## src/pmicsq_defs.svh

```systemverilog
`ifndef PMICSQ_DEFS_SVH
`define PMICSQ_DEFS_SVH

// ****************************************************************
// register indices, byte address is four times the index
// ****************************************************************
`define PMICSQ_IDX_LIN_REG 6'h1B
`define PMICSQ_IDX_DLY_LOW 6'h20
`define PMICSQ_IDX_DLY_HIGH 6'h21
`define PMICSQ_IDX_RAIL_SLOT 6'h22
`define PMICSQ_IDX_STATUS 6'h30
`define PMICSQ_IDX_CONTROL 6'h31
`define PMICSQ_IDX_UNLOCK 6'h32

// ****************************************************************
// reset values and field positions
// ****************************************************************
`define PMICSQ_RST_LIN_REG 6'h1F
`define PMICSQ_RST_LIN_MV 12'h708
`define PMICSQ_RST_DLY_LOW 8'h00
`define PMICSQ_RST_DLY_HIGH 8'h00
`define PMICSQ_RST_RAIL_SLOT 8'h55
`define PMICSQ_BIT_MULT 7
`define PMICSQ_BIT_GAP9 0
`define PMICSQ_BIT_START_UP 0
`define PMICSQ_BIT_START_DOWN 1
`define PMICSQ_UNLOCK_KEY 8'hA5

// ****************************************************************
// slot and voltage code figures
// ****************************************************************
`define PMICSQ_SLOT_FIRST 4'h1
`define PMICSQ_SLOT_LAST 4'hA
`define PMICSQ_RAIL_SLOT_MIN 4'h3
`define PMICSQ_LIN_FINE_TOP 6'h19
`define PMICSQ_LIN_COARSE_BASE 6'h1A
`define PMICSQ_LIN_FINE_MV0 12'h384
`define PMICSQ_LIN_FINE_STEP 12'h019
`define PMICSQ_LIN_COARSE_MV0 12'h60E
`define PMICSQ_LIN_COARSE_STEP 12'h032

// ****************************************************************
// timing
// ****************************************************************
`define PMICSQ_CLK_PERIOD_NS 10
`define PMICSQ_MS_NS 1000000
`define PMICSQ_CYC_PER_MS (`PMICSQ_MS_NS / `PMICSQ_CLK_PERIOD_NS)
`define PMICSQ_GAP_SHORT_MS 8'h02
`define PMICSQ_GAP_LONG_MS 8'h05
`define PMICSQ_DOWN_FACTOR 8'h0A
`define PMICSQ_BLANK_MS 8'h05

`endif

```

## src/pmicsq_pkg.sv

```systemverilog
package pmicsq_pkg;

  // sequencer states, gray along idle -> up -> down
  typedef enum logic [1:0] {
    PMICSQ_IDLE = 2'b00,
    PMICSQ_UP = 2'b01,
    PMICSQ_DOWN = 2'b11
  } pmicsq_state_t;

  typedef logic [3:0] pmicsq_slot_t;

endpackage : pmicsq_pkg

```

## src/pmicsq_ms_timer.sv

```systemverilog
`timescale 1ns/1ps
`include "pmicsq_defs.svh"

module pmicsq_ms_timer #(
  parameter int CYC_PER_MS = `PMICSQ_CYC_PER_MS
) (
  // clock and reset
  input wire logic pclk,
  input wire logic presetn,
  // control
  input wire logic load,
  input wire logic [7:0] load_ms,
  // result
  output logic busy,
  output logic done
);

  logic [31:0] pre_cnt;
  logic [7:0] ms_left;
  wire ms_tick = (pre_cnt == 32'(CYC_PER_MS - 1));

  // the prescaler needs at least two cycles per millisecond
  if (CYC_PER_MS < 2) begin : g_cyc_check
    $error("pmicsq_ms_timer: CYC_PER_MS must be at least 2");
  end

  // one-cycle enable every millisecond while counting
  always_ff @(posedge pclk or negedge presetn) begin
    if (!presetn) begin
      pre_cnt <= 32'h0;
    end else if (load || !busy || ms_tick) begin
      pre_cnt <= 32'h0;
    end else begin
      pre_cnt <= pre_cnt + 32'h1;
    end
  end

  // millisecond down counter, done pulses as it reaches zero
  always_ff @(posedge pclk or negedge presetn) begin
    if (!presetn) begin
      ms_left <= 8'h0;
      busy <= 1'b0;
      done <= 1'b0;
    end else if (load) begin
      ms_left <= load_ms;
      busy <= (load_ms != 8'h0);
      done <= (load_ms == 8'h0);
    end else begin
      done <= busy && ms_tick && (ms_left == 8'h1);
      if (busy && ms_tick) begin
        ms_left <= ms_left - 8'h1;
        busy <= (ms_left != 8'h1);
      end
    end
  end

endmodule : pmicsq_ms_timer

```

## src/pmicsq_top.sv

```systemverilog
//
// Function
// - codes 1Ah..3Fh give 1.550 V to 3.400 V in 50 mV steps.
// - one programmable gap after slot n, selected by low delay bit n-1, n=1..8.
// - a gap select bit gives 2 ms when clear, 5 ms when set.
// - gap between slot 9 and slot 10 comes from high register bit 0.
// - multiplier bit set makes every power-down gap ten times longer.
// - power-up gaps ignore the multiplier bit.
// - rail slot field 3h..Ah enables rail at slot 3..10; rail 2 high nibble.
// - rail slot field 0h..2h or Bh..Fh leaves the rail untouched.
// - codes 0h..19h give 0.900 V to 1.525 V in 25 mV; reset 1Fh.
// - any write to the regulator voltage blanks its monitors for 5 ms.
//
// Our own choice: the APB interface to the registers.
`timescale 1ns/1ps
`include "pmicsq_defs.svh"

module pmicsq_top #(
  parameter int CYC_PER_MS = `PMICSQ_CYC_PER_MS
) (
  // clock and reset
  input wire logic pclk,
  input wire logic presetn,
  // apb slave
  input wire logic psel,
  input wire logic penable,
  input wire logic pwrite,
  input wire logic [7:0] paddr,
  input wire logic [31:0] pwdata,
  output logic [31:0] prdata,
  output logic pready,
  output logic pslverr,
  // regulator and rails
  output logic [5:0] linear_regulator_voltage,
  output logic [11:0] lin_reg_target_mv,
  output logic lin_reg_monitor_blank,
  output logic buck_rail_one,
  output logic buck_rail_two,
  // sequencer progress
  output logic slot_strobe,
  output pmicsq_pkg::pmicsq_slot_t slot_now,
  output logic seq_busy
);

  import pmicsq_pkg::*;

  // refuse a prescale the timers cannot serve
  if (CYC_PER_MS < 2) begin : g_cyc_check
    $error("pmicsq_top: CYC_PER_MS must be at least 2");
  end

  // ****************************************************************
  // functions
  // ****************************************************************

  // millivolt target of a regulator code
  function automatic logic [11:0] lin_code_mv(input logic [5:0] code);
    logic [11:0] off;
    off = 12'h0;
    if (code <= `PMICSQ_LIN_FINE_TOP) begin
      off = {6'h0, code};
      lin_code_mv = `PMICSQ_LIN_FINE_MV0 + 12'(off * `PMICSQ_LIN_FINE_STEP);
    end else begin
      off = {6'h0, code - `PMICSQ_LIN_COARSE_BASE};
      lin_code_mv = `PMICSQ_LIN_COARSE_MV0 + 12'(off * `PMICSQ_LIN_COARSE_STEP);
    end
  endfunction : lin_code_mv

  // gap after slot n in milliseconds, scaled on the way down
  function automatic logic [7:0] gap_ms(input logic [8:0] sel, input logic [3:0] n,
                                        input logic down, input logic mult);
    logic [7:0] base;
    base = sel[4'(n - 4'h1)] ? `PMICSQ_GAP_LONG_MS : `PMICSQ_GAP_SHORT_MS;
    gap_ms = (down && mult) ? 8'(base * `PMICSQ_DOWN_FACTOR) : base;
  endfunction : gap_ms

  // does a rail slot field name this slot
  function automatic logic rail_at(input logic [3:0] field, input logic [3:0] slot);
    rail_at = (field >= `PMICSQ_RAIL_SLOT_MIN) && (field <= `PMICSQ_SLOT_LAST)
              && (field == slot);
  endfunction : rail_at

  // ****************************************************************
  // registers and state
  // ****************************************************************
  logic [7:0] slot_delay_select_low;
  logic power_down_gap_multiplier;
  logic gap_select_9;
  logic [3:0] buck_rail1_slot;
  logic [3:0] buck_rail2_slot;
  logic unlocked;
  pmicsq_state_t state;
  pmicsq_state_t next_state;
  pmicsq_slot_t next_slot;
  logic gap_load;
  logic [7:0] gap_load_ms;
  logic gap_done;
  logic blank_busy;

  // ****************************************************************
  // apb decode
  // ****************************************************************
  wire setup = psel && !penable;
  wire wr_now = psel && penable && pready && pwrite;
  wire [5:0] idx = paddr[7:2];
  wire aligned = (paddr[1:0] == 2'b00);
  wire hit_lin = aligned && (idx == `PMICSQ_IDX_LIN_REG);
  wire hit_low = aligned && (idx == `PMICSQ_IDX_DLY_LOW);
  wire hit_high = aligned && (idx == `PMICSQ_IDX_DLY_HIGH);
  wire hit_rail = aligned && (idx == `PMICSQ_IDX_RAIL_SLOT);
  wire hit_stat = aligned && (idx == `PMICSQ_IDX_STATUS);
  wire hit_ctrl = aligned && (idx == `PMICSQ_IDX_CONTROL);
  wire hit_key = aligned && (idx == `PMICSQ_IDX_UNLOCK);
  wire hit_seq = hit_low || hit_high || hit_rail;
  wire mapped = hit_lin || hit_seq || hit_stat || hit_ctrl || hit_key;
  wire seq_wr_ok = wr_now && hit_seq && unlocked;
  wire lin_wr = wr_now && hit_lin;
  wire start_up = wr_now && hit_ctrl && pwdata[`PMICSQ_BIT_START_UP] && (state == PMICSQ_IDLE);
  wire start_down = wr_now && hit_ctrl && pwdata[`PMICSQ_BIT_START_DOWN] && !pwdata[`PMICSQ_BIT_START_UP]
                    && (state == PMICSQ_IDLE);
  wire [8:0] gap_sel = {gap_select_9, slot_delay_select_low};

  // read data selection
  wire [7:0] rd_byte =
    hit_lin ? {2'b00, linear_regulator_voltage} :
    hit_low ? slot_delay_select_low :
    hit_high ? {power_down_gap_multiplier, 6'b000000, gap_select_9} :
    hit_rail ? {buck_rail2_slot, buck_rail1_slot} :
    hit_stat ? {unlocked, blank_busy, state, slot_now} :
    8'h00;

  // apb answer: zero wait states, error on unmapped words
  always_ff @(posedge pclk or negedge presetn) begin
    if (!presetn) begin
      pready <= 1'b0;
      pslverr <= 1'b0;
      prdata <= 32'h0;
    end else begin
      pready <= setup;
      pslverr <= setup && !mapped;
      prdata <= setup ? {24'h0, rd_byte} : 32'h0;
    end
  end

  // ****************************************************************
  // protected sequence registers
  // ****************************************************************

  // unlock arms on the key, any other completed write disarms it
  always_ff @(posedge pclk or negedge presetn) begin
    if (!presetn) begin
      unlocked <= 1'b0;
    end else if (wr_now) begin
      unlocked <= hit_key && (pwdata[7:0] == `PMICSQ_UNLOCK_KEY);
    end
  end

  // sequence configuration storage
  always_ff @(posedge pclk or negedge presetn) begin
    if (!presetn) begin
      slot_delay_select_low <= `PMICSQ_RST_DLY_LOW;
      power_down_gap_multiplier <= 1'(`PMICSQ_RST_DLY_HIGH >> `PMICSQ_BIT_MULT);
      gap_select_9 <= 1'(`PMICSQ_RST_DLY_HIGH & 8'h01);
      buck_rail1_slot <= 4'(`PMICSQ_RST_RAIL_SLOT & 8'h0F);
      buck_rail2_slot <= 4'(`PMICSQ_RST_RAIL_SLOT >> 4);
    end else if (seq_wr_ok) begin
      if (hit_low) begin
        slot_delay_select_low <= pwdata[7:0];
      end
      if (hit_high) begin
        power_down_gap_multiplier <= pwdata[`PMICSQ_BIT_MULT];
        gap_select_9 <= pwdata[`PMICSQ_BIT_GAP9];
      end
      if (hit_rail) begin
        buck_rail1_slot <= pwdata[3:0];
        buck_rail2_slot <= pwdata[7:4];
      end
    end
  end

  // ****************************************************************
  // linear regulator voltage and monitor blanking
  // ****************************************************************
  always_ff @(posedge pclk or negedge presetn) begin
    if (!presetn) begin
      linear_regulator_voltage <= `PMICSQ_RST_LIN_REG;
      lin_reg_target_mv <= `PMICSQ_RST_LIN_MV; // target of the reset code
      lin_reg_monitor_blank <= 1'b0;
    end else begin
      if (lin_wr) begin
        linear_regulator_voltage <= pwdata[5:0];
      end
      lin_reg_target_mv <= lin_code_mv(linear_regulator_voltage);
      lin_reg_monitor_blank <= lin_wr || blank_busy;
    end
  end

  // blanking window restarts on each write
  pmicsq_ms_timer #(
    .CYC_PER_MS(CYC_PER_MS)
  ) u_blank (
    .pclk(pclk),
    .presetn(presetn),
    .load(lin_wr),
    .load_ms(`PMICSQ_BLANK_MS),
    .busy(blank_busy),
    .done()
  );

  // ****************************************************************
  // sequencer
  // ****************************************************************

  // next state, next slot and gap timer load
  always_comb begin
    next_state = state;
    next_slot = slot_now;
    gap_load = 1'b0;
    gap_load_ms = 8'h0;
    unique case (state)
      PMICSQ_IDLE: begin
        if (start_up) begin
          next_state = PMICSQ_UP;
          next_slot = `PMICSQ_SLOT_FIRST;
          gap_load = 1'b1;
          gap_load_ms = gap_ms(gap_sel, `PMICSQ_SLOT_FIRST, 1'b0, power_down_gap_multiplier);
        end else if (start_down) begin
          next_state = PMICSQ_DOWN;
          next_slot = `PMICSQ_SLOT_LAST;
          gap_load = 1'b1;
          gap_load_ms = gap_ms(gap_sel, 4'(`PMICSQ_SLOT_LAST - 4'h1), 1'b1, power_down_gap_multiplier);
        end
      end
      PMICSQ_UP: begin
        if (gap_done) begin
          next_slot = slot_now + 4'h1;
          if (next_slot == `PMICSQ_SLOT_LAST) begin
            next_state = PMICSQ_IDLE;
          end else begin
            gap_load = 1'b1;
            gap_load_ms = gap_ms(gap_sel, next_slot, 1'b0, power_down_gap_multiplier);
          end
        end
      end
      PMICSQ_DOWN: begin
        if (gap_done) begin
          next_slot = slot_now - 4'h1;
          if (next_slot == `PMICSQ_SLOT_FIRST) begin
            next_state = PMICSQ_IDLE;
          end else begin
            gap_load = 1'b1;
            gap_load_ms = gap_ms(gap_sel, 4'(next_slot - 4'h1), 1'b1, power_down_gap_multiplier);
          end
        end
      end
      default: begin
        next_state = PMICSQ_IDLE;
      end
    endcase
  end

  wire strobe_now = (state == PMICSQ_IDLE) ? (start_up || start_down) : gap_done;
  wire going_down = (next_state == PMICSQ_DOWN) || (state == PMICSQ_DOWN);

  // state, slot and strobe registers
  always_ff @(posedge pclk or negedge presetn) begin
    if (!presetn) begin
      state <= PMICSQ_IDLE;
      slot_now <= 4'h0;
      slot_strobe <= 1'b0;
      seq_busy <= 1'b0;
    end else begin
      state <= next_state;
      slot_now <= next_slot;
      slot_strobe <= strobe_now;
      seq_busy <= (next_state != PMICSQ_IDLE);
    end
  end

  // rails switch at their slot, untouched when the field names none
  always_ff @(posedge pclk or negedge presetn) begin
    if (!presetn) begin
      buck_rail_one <= 1'b0;
      buck_rail_two <= 1'b0;
    end else if (strobe_now) begin
      if (rail_at(buck_rail1_slot, next_slot)) begin
        buck_rail_one <= !going_down;
      end
      if (rail_at(buck_rail2_slot, next_slot)) begin
        buck_rail_two <= !going_down;
      end
    end
  end

  // gap timer between consecutive slots
  pmicsq_ms_timer #(
    .CYC_PER_MS(CYC_PER_MS)
  ) u_gap (
    .pclk(pclk),
    .presetn(presetn),
    .load(gap_load),
    .load_ms(gap_load_ms),
    .busy(),
    .done(gap_done)
  );

endmodule : pmicsq_top

```

## config.mk

```make
export PLATFORM = sky130hd
export DESIGN_NAME = pmicsq_top
export DESIGN_NICKNAME = d
export VERILOG_FILES = /design/src/pmicsq_pkg.sv /design/src/pmicsq_ms_timer.sv /design/src/pmicsq_top.sv
export VERILOG_INCLUDE_DIRS = /design/src
export SDC_FILE = /design/constraint.sdc
export NUM_CORES = 1
export LEC_CHECK = 0
export ABC_CLOCK_PERIOD_IN_PS = 12100
export BUFFER_PORTS_ARGS = -buffer_cell sky130_fd_sc_hd__buf_2
export CAP_MARGIN = 25
export CORE_UTILIZATION = 36
export CTS_BUF_LIST = sky130_fd_sc_hd__clkbuf_2 sky130_fd_sc_hd__clkbuf_4 sky130_fd_sc_hd__clkbuf_8
export DETAILED_ROUTE_END_ITERATION = 10
export RECOVER_POWER = 100
export SLEW_MARGIN = 20
export SYNTH_ARGS = -nofsm -noshare
export SYNTH_HDL_FRONTEND = slang
export SYNTH_SLANG_ARGS = --single-unit
```

## constraint.sdc

```tcl
create_clock -name pclk -period 12.1 [get_ports pclk]
set_clock_uncertainty 0.1 [all_clocks]
set_input_delay 1.21 -clock pclk [delete_from_list [all_inputs] [get_ports pclk]]
set_output_delay 1.21 -clock pclk [all_outputs]
set_load 0.01 [all_outputs]
```

After elaboration in Yosys (flattened, before gate mapping)
Index checks and enable logic that the tools add are counted.
{"block": "word_totals", "in_bits": 45, "output_inout_bits": 61, "reg_bits": 141, "wordCells": 183}
{"block": "op_classes", "magnitude_cmp": 7, "mux": 55, "n_eq_ne": 20, "n_mul": 4, "add_sub_neg": 12, "n_reduce_logical": 60}
{"operator": "$mux 8", "n": 10}
{"operator": "$add 32x1->32 const B", "n": 2}
{"operator": "$eq 32x17->1 const B", "n": 2}
{"operator": "$mux 32", "n": 2}
{"operator": "$mux 7", "n": 6}
{"operator": "$eq 6x6->1 const B", "n": 6}
{"operator": "$logic_and 1x1->1", "n": 29}
{"operator": "$mul 6x5->11 const B", "n": 2}
{"operator": "$pmux 7 s3", "n": 1}
{"operator": "$mux 3", "n": 6}
{"operator": "$mux 4", "n": 4}
{"operator": "$ne 8x1->1 const B", "n": 2}
{"operator": "$sub 4x1->4 const B", "n": 4}
{"operator": "$sub 8x1->8 const B", "n": 2}
{"operator": "$mux 1", "n": 14}
{"operator": "$logic_or 1x1->1", "n": 13}
{"operator": "$add 10x11->12 const A", "n": 1}
{"operator": "$add 11x12->12 const A", "n": 1}
{"operator": "$mul 3x3->6 const B", "n": 2}
{"operator": "$mux 12", "n": 1}
{"operator": "$mux 2", "n": 6}
{"operator": "$pmux 4 s3", "n": 1}
{"operator": "$lt 4x5->1 const B", "n": 2}
{"operator": "$reduce_and 2->1", "n": 5}
{"operator": "other kinds (21)", "n": 34}

Depth between registers and ports, before layout
{"block": "logic_depth", "ltp_word": 13, "ltp_mapped": 16}

Cells and area by module
From an unflattened synthesis, not the netlist that was laid out.
{"block": "unflattened", "hier_cells": 1012, "area_unflattened_um2": 9665.5}
{"module": "pmicsq_top", "n_inst": 1, "area_per_inst_um2": 4953.5, "cells_each": 516}
{"module": "pmicsq_ms_timer", "n_inst": 2, "area_per_inst_um2": 2356.0, "cells_each": 248}

Worst setup path after synthesis
Ideal clock, no wire load.
{"block": "synth_path", "path_kind": "flip-flop to flip-flop", "startpoint": "register linear_regulator_voltage[1]", "endpoint": "register lin_reg_target_mv[11]", "required_ns": 11.864, "setup_ns": 0.136, "path_slack_ns": 8.149, "stages_incl_launch_ff": 16, "t_arrival_ns": 3.716, "path_buffers": 0, "path_cell_list": "dfstp_2 inv_1 ha_1 xor2_1 inv_1 ha_1 ha_1 ha_1 ha_1 nor2b_1 o21ai_0 a21oi_1 or4b_2 nand3_1 xor2_1 mux2i_1"}
{"block": "synth_via", "elab_chain_len": 4}
{"item": "start: declaration", "line": "pmicsq_top.sv:34", "text": "output logic [5:0] linear_regulator_voltage,"}
{"item": "start signal: assignment", "line": "pmicsq_top.sv:186", "text": "linear_regulator_voltage <= `PMICSQ_RST_LIN_REG;"}
{"item": "start signal: assignment", "line": "pmicsq_top.sv:191", "text": "linear_regulator_voltage <= pwdata[5:0];"}
{"item": "$sub 6x5->6 (no source line)"}
{"item": "$mul 6x5->11 (no source line)"}
{"item": "$add 11x12->12 (no source line)"}
{"item": "$mux 12 *", "line": "pmicsq_top.sv:60", "text": "if (code <= `PMICSQ_LIN_FINE_TOP) begin"}
{"item": "end signal: assignment", "line": "pmicsq_top.sv:187", "text": "lin_reg_target_mv <= `PMICSQ_RST_LIN_MV;"}
{"item": "end signal: assignment", "line": "pmicsq_top.sv:193", "text": "lin_reg_target_mv <= lin_code_mv(linear_regulator_voltage);"}
{"item": "end: declaration", "line": "pmicsq_top.sv:35", "text": "output logic [11:0] lin_reg_target_mv,"}
Every way passes the cells marked *; elsewhere a longest branch is shown, timed or not.
A chain may end at the register's enable or synchronous reset.

==> impl_metrics.py <==
metrics = {
    "status": {
        "status": "finished with violations",
        "violations": "max-capacitance violations, max-slew violations",
    },
    "clock_network": {
        "cts_buffers": 17,
        "numClockSinks": 141,
        "cts_tree": "done",
        "clockRootBuffer": "clkbuf_8",
        "cts_setup_buffers": 0,
        "clkTransAtPathRegs_ns": 0.08,
        "cts_buffer_depth": 2,
        "cts_hold_buf": 0,
        "clock_latency_ns": 0.46,
        "cts_resized": 0,
        "htree_levels": 4,
    },
    "sta": {
        "relSlewSlack_pct": -159,
        "rsz0062_at_grt": "no",
        "hold_violations": 0,
        "setup_viol": 0,
        "fin_hold_ws_ns": 0.359,
        "tns_ns": 0,
        "timing.final.crit_period_ns": 4.63,
        "max_freq_ghz": 0.216,
        "drv_slew": 84,
        "tightest_slew_ns": 3.89,
        "fin_crit_sh_pct": 38.2,
    },
    "synthesis": {
        "postSynthAreaPerCell_um2": 9.18,
        "synthMostInstantiatedCell": "nor2_1",
        "synth_edf_count": 0,
        "synth-warning-count": 0,
        "syn_area_um2": 9200,
        "synth_area_leaders": "dfrtp_1 (35%), ha_1 (9.4%), nor2_1 (5.3%)",
        "ys.flop_type": "dfrtp_1",
        "async_flop_share_pct": 100,
        "ys_top_cells_by_count": "nor2_1 (129), dfrtp_1 (128), nand2_1 (79)",
        "synth_top_area_share_pct": 34.8,
        "syn_inst": 1003,
        "synth.distinct_cells": 65,
        "synth_seq_cells": 141,
        "synth_top_area_cell": "dfrtp_1",
        "yosysSeqAreaShare_pct": 38.5,
    },
    "floorplan": {
        "placementRows": 58,
        "start_util_pct": 36.7,
        "core_area_um2": 25100,
        "die_area_um2": 26200,
        "die_x_um": 162,
        "chipHeight_um": 162,
        "io_pins": 106,
    },
    "final_layout": {
        "drive_gt1_share_pct": 8.72,
        "multi_input_area_um2": 5220,
        "n_fill_cell": 2559,
        "antennaDiodeCount": 0,
        "nNetsFinal": 1172,
        "syn_to_final_growth_pct": 9.61,
        "regArea_um2": 3540,
    },
    "setup_path": {
        "criticalPathCategory": "in2async",
        "cp_top_family": "buffers and inverters",
        "crit_path_max_fanout": 73,
        "cp-start-kind": "primary input",
        "end_kind": "async pin",
        "worstPathRequired_ns": 12.46,
        "worst_ep_arrival_time_ns": 4.99,
        "path_cells": "clkbuf_1 -> buf_4",
        "slowest_delay_ns": 2.67,
        "critPathBufInv": 2,
        "cp_slowest_cell": "clkbuf_1",
    },
    "power_and_ir_drop": {
        "leakage_nw": 4.45,
        "peakVddDrop_uv": 62.8,
        "power.density_nw_per_um2": 101,
    },
    "routing": {
        "drc_errors": 0,
        "drtIter0Drc": 426,
        "routed_wl_mm": 21.2,
        "via_per_inst": 5.19,
        "wire_per_inst_um": 15.1,
        "via_count": 7246,
        "final_antenna_net_count": 0,
        "drtPass1Iterations": 5,
    },
    "grt": {
        "grt_max_degree": 74,
        "grt_pass1_wl_mm": 35.2,
        "grt_busiest_layer": "met2",
        "grt.total_usage_pct": 16.9,
        "overflow": 0,
        "grt_pass1_vias": 7009,
        "grt_use_met3_pct": 3.27,
        "met2_usage_pct": 27.7,
        "antenna_found_initial": 0,
        "gr-usage-met1_pct": 22.8,
    },
    "hold_path": {
        "hp-class": "reg2reg",
    },
    "place": {
        "post-dp-hpwl_mm": 15.4,
        "gp_congestion": 0.828,
        "io_buffers": 57,
    },
    "job": {
        "maxCapViolations": 2,
    },
}
-- layer usage --
layer / vias up / routed length (µm) / share of wire, %
met5: - / 0 / 0
met4: 0 / 251 / 1.2
met2: 163 / 10000 / 47
li1: 3558 / - / -
met3: 17 / 920 / 4.3
met1: 3508 / 9960 / 47
-- kinds of logic after synthesis --
group,after synthesis,share of synthesized area (%)
AND/OR/NAND/NOR,401,22.0
AO/OA/AOI/OAI,145,9.95
flip-flops,141,38.5
buffers and inverters,110,5.52
XOR/XNOR,103,9.80
adder cells (fa/ha/maj),73,10.3
multiplexers,29,3.94
other,1,0.0407
-- state kept, by name, summed over array words and instances (netlist names), 2 cells and up --
| signal | count |
|---|---|
| buck_rail1_slot | 4 |
| buck_rail2_slot | 4 |
| lin_reg_target_mv | 12 |
| linear_regulator_voltage | 6 |
| prdata | 8 |
| slot_delay_select_low | 8 |
| slot_now | 4 |
| state | 2 |
| u_blank.ms_left | 8 |
| u_blank.pre_cnt | 32 |
| u_gap.ms_left | 8 |
| u_gap.pre_cnt | 32 |
-- cells in the final DEF, fill, tap and decap left out, types with 7 or more instances in the layout --
cell type  synthesis  final
mux2_2            18     16
clkbuf_8           0     18
dfrtp_1          128    128
mux2i_1            7      7
nand4_1           25     25
nand2_1           79     79
a21oi_1           46     46
nand3_1           35     35
buf_2              4     19
nor3_1            23     23
clkbuf_1          24     43
conb_1             1     24
ha_1              69     69
a22oi_1           13     13
or3_1              8      8
inv_1             54     54
dfstp_2           13      8
and3_1            14     14
nor2b_1            8      8
a31oi_1            9      9
o211ai_1           7      7
nor2_1           129    129
nor4b_1            6      7
xor2_1            50     50
xnor2_1           53     53
o21ai_0           30     30
nand2b_1          12     12
nor4_1            19     20
-- per-stage QoR --
| step | worst slack [ns] | total power, mW | cell area (µm²) | utilization [%] | std cells |
|---|---|---|---|---|---|
| finish | 7.47 | 1.02 | 10100 | 40.2 | 1397 |
| global route | 6.70 | 1.07 | 10100 | 40.2 | 1397 |
| CTS | 7.83 | 1.04 | 10200 | 40.5 | 1396 |
| detailed placement | 7.88 | 0.623 | 9740 | 38.8 | 1364 |
| global placement | 7.85 | 0.621 | 9730 | 38.7 | 1363 |
| floorplan | 8.15 | 0.592 | 9290 | - | 1026 |
-- path summary, 6_finish.rpt --
check                                       startpoint  slack (ns)                     to  depth (start not counted)
min in group asynchronous                      presetn        1.99  lin_reg_target_mv[11]                          1
hold / removal                      u_blank.pre_cnt[0]        0.36     u_blank.pre_cnt[0]                          1
max in group pclk          linear_regulator_voltage[1]        7.65  lin_reg_target_mv[11]                         15
setup / recovery                               presetn        7.47       u_gap.ms_left[1]                          2
setup reg to reg           linear_regulator_voltage[1]        7.65  lin_reg_target_mv[11]                         15
hold reg to reg                     u_blank.pre_cnt[0]        0.36     u_blank.pre_cnt[0]                          1
-- where the power goes --
group	switching, mW	leakage, nW	internal (mW)	total (mW)
logic	0.0551	2.46	0.0367	0.0918
clock network	0.198	0.216	0.213	0.411
registers	0.0260	1.77	0.494	0.520
-- cell type report --
cell class / instances / share of cell area, %
clock buffer: 18 / 2.46
clock inverter: 14 / 1.79
inverter: 55 / 2.05
tap: 330 / 4.09
sequential: 141 / 35.1
multi-input combinational: 775 / 51.8
timing repair buffer: 64 / 2.69
Note: power is estimated with default switching activity, not from simulation.
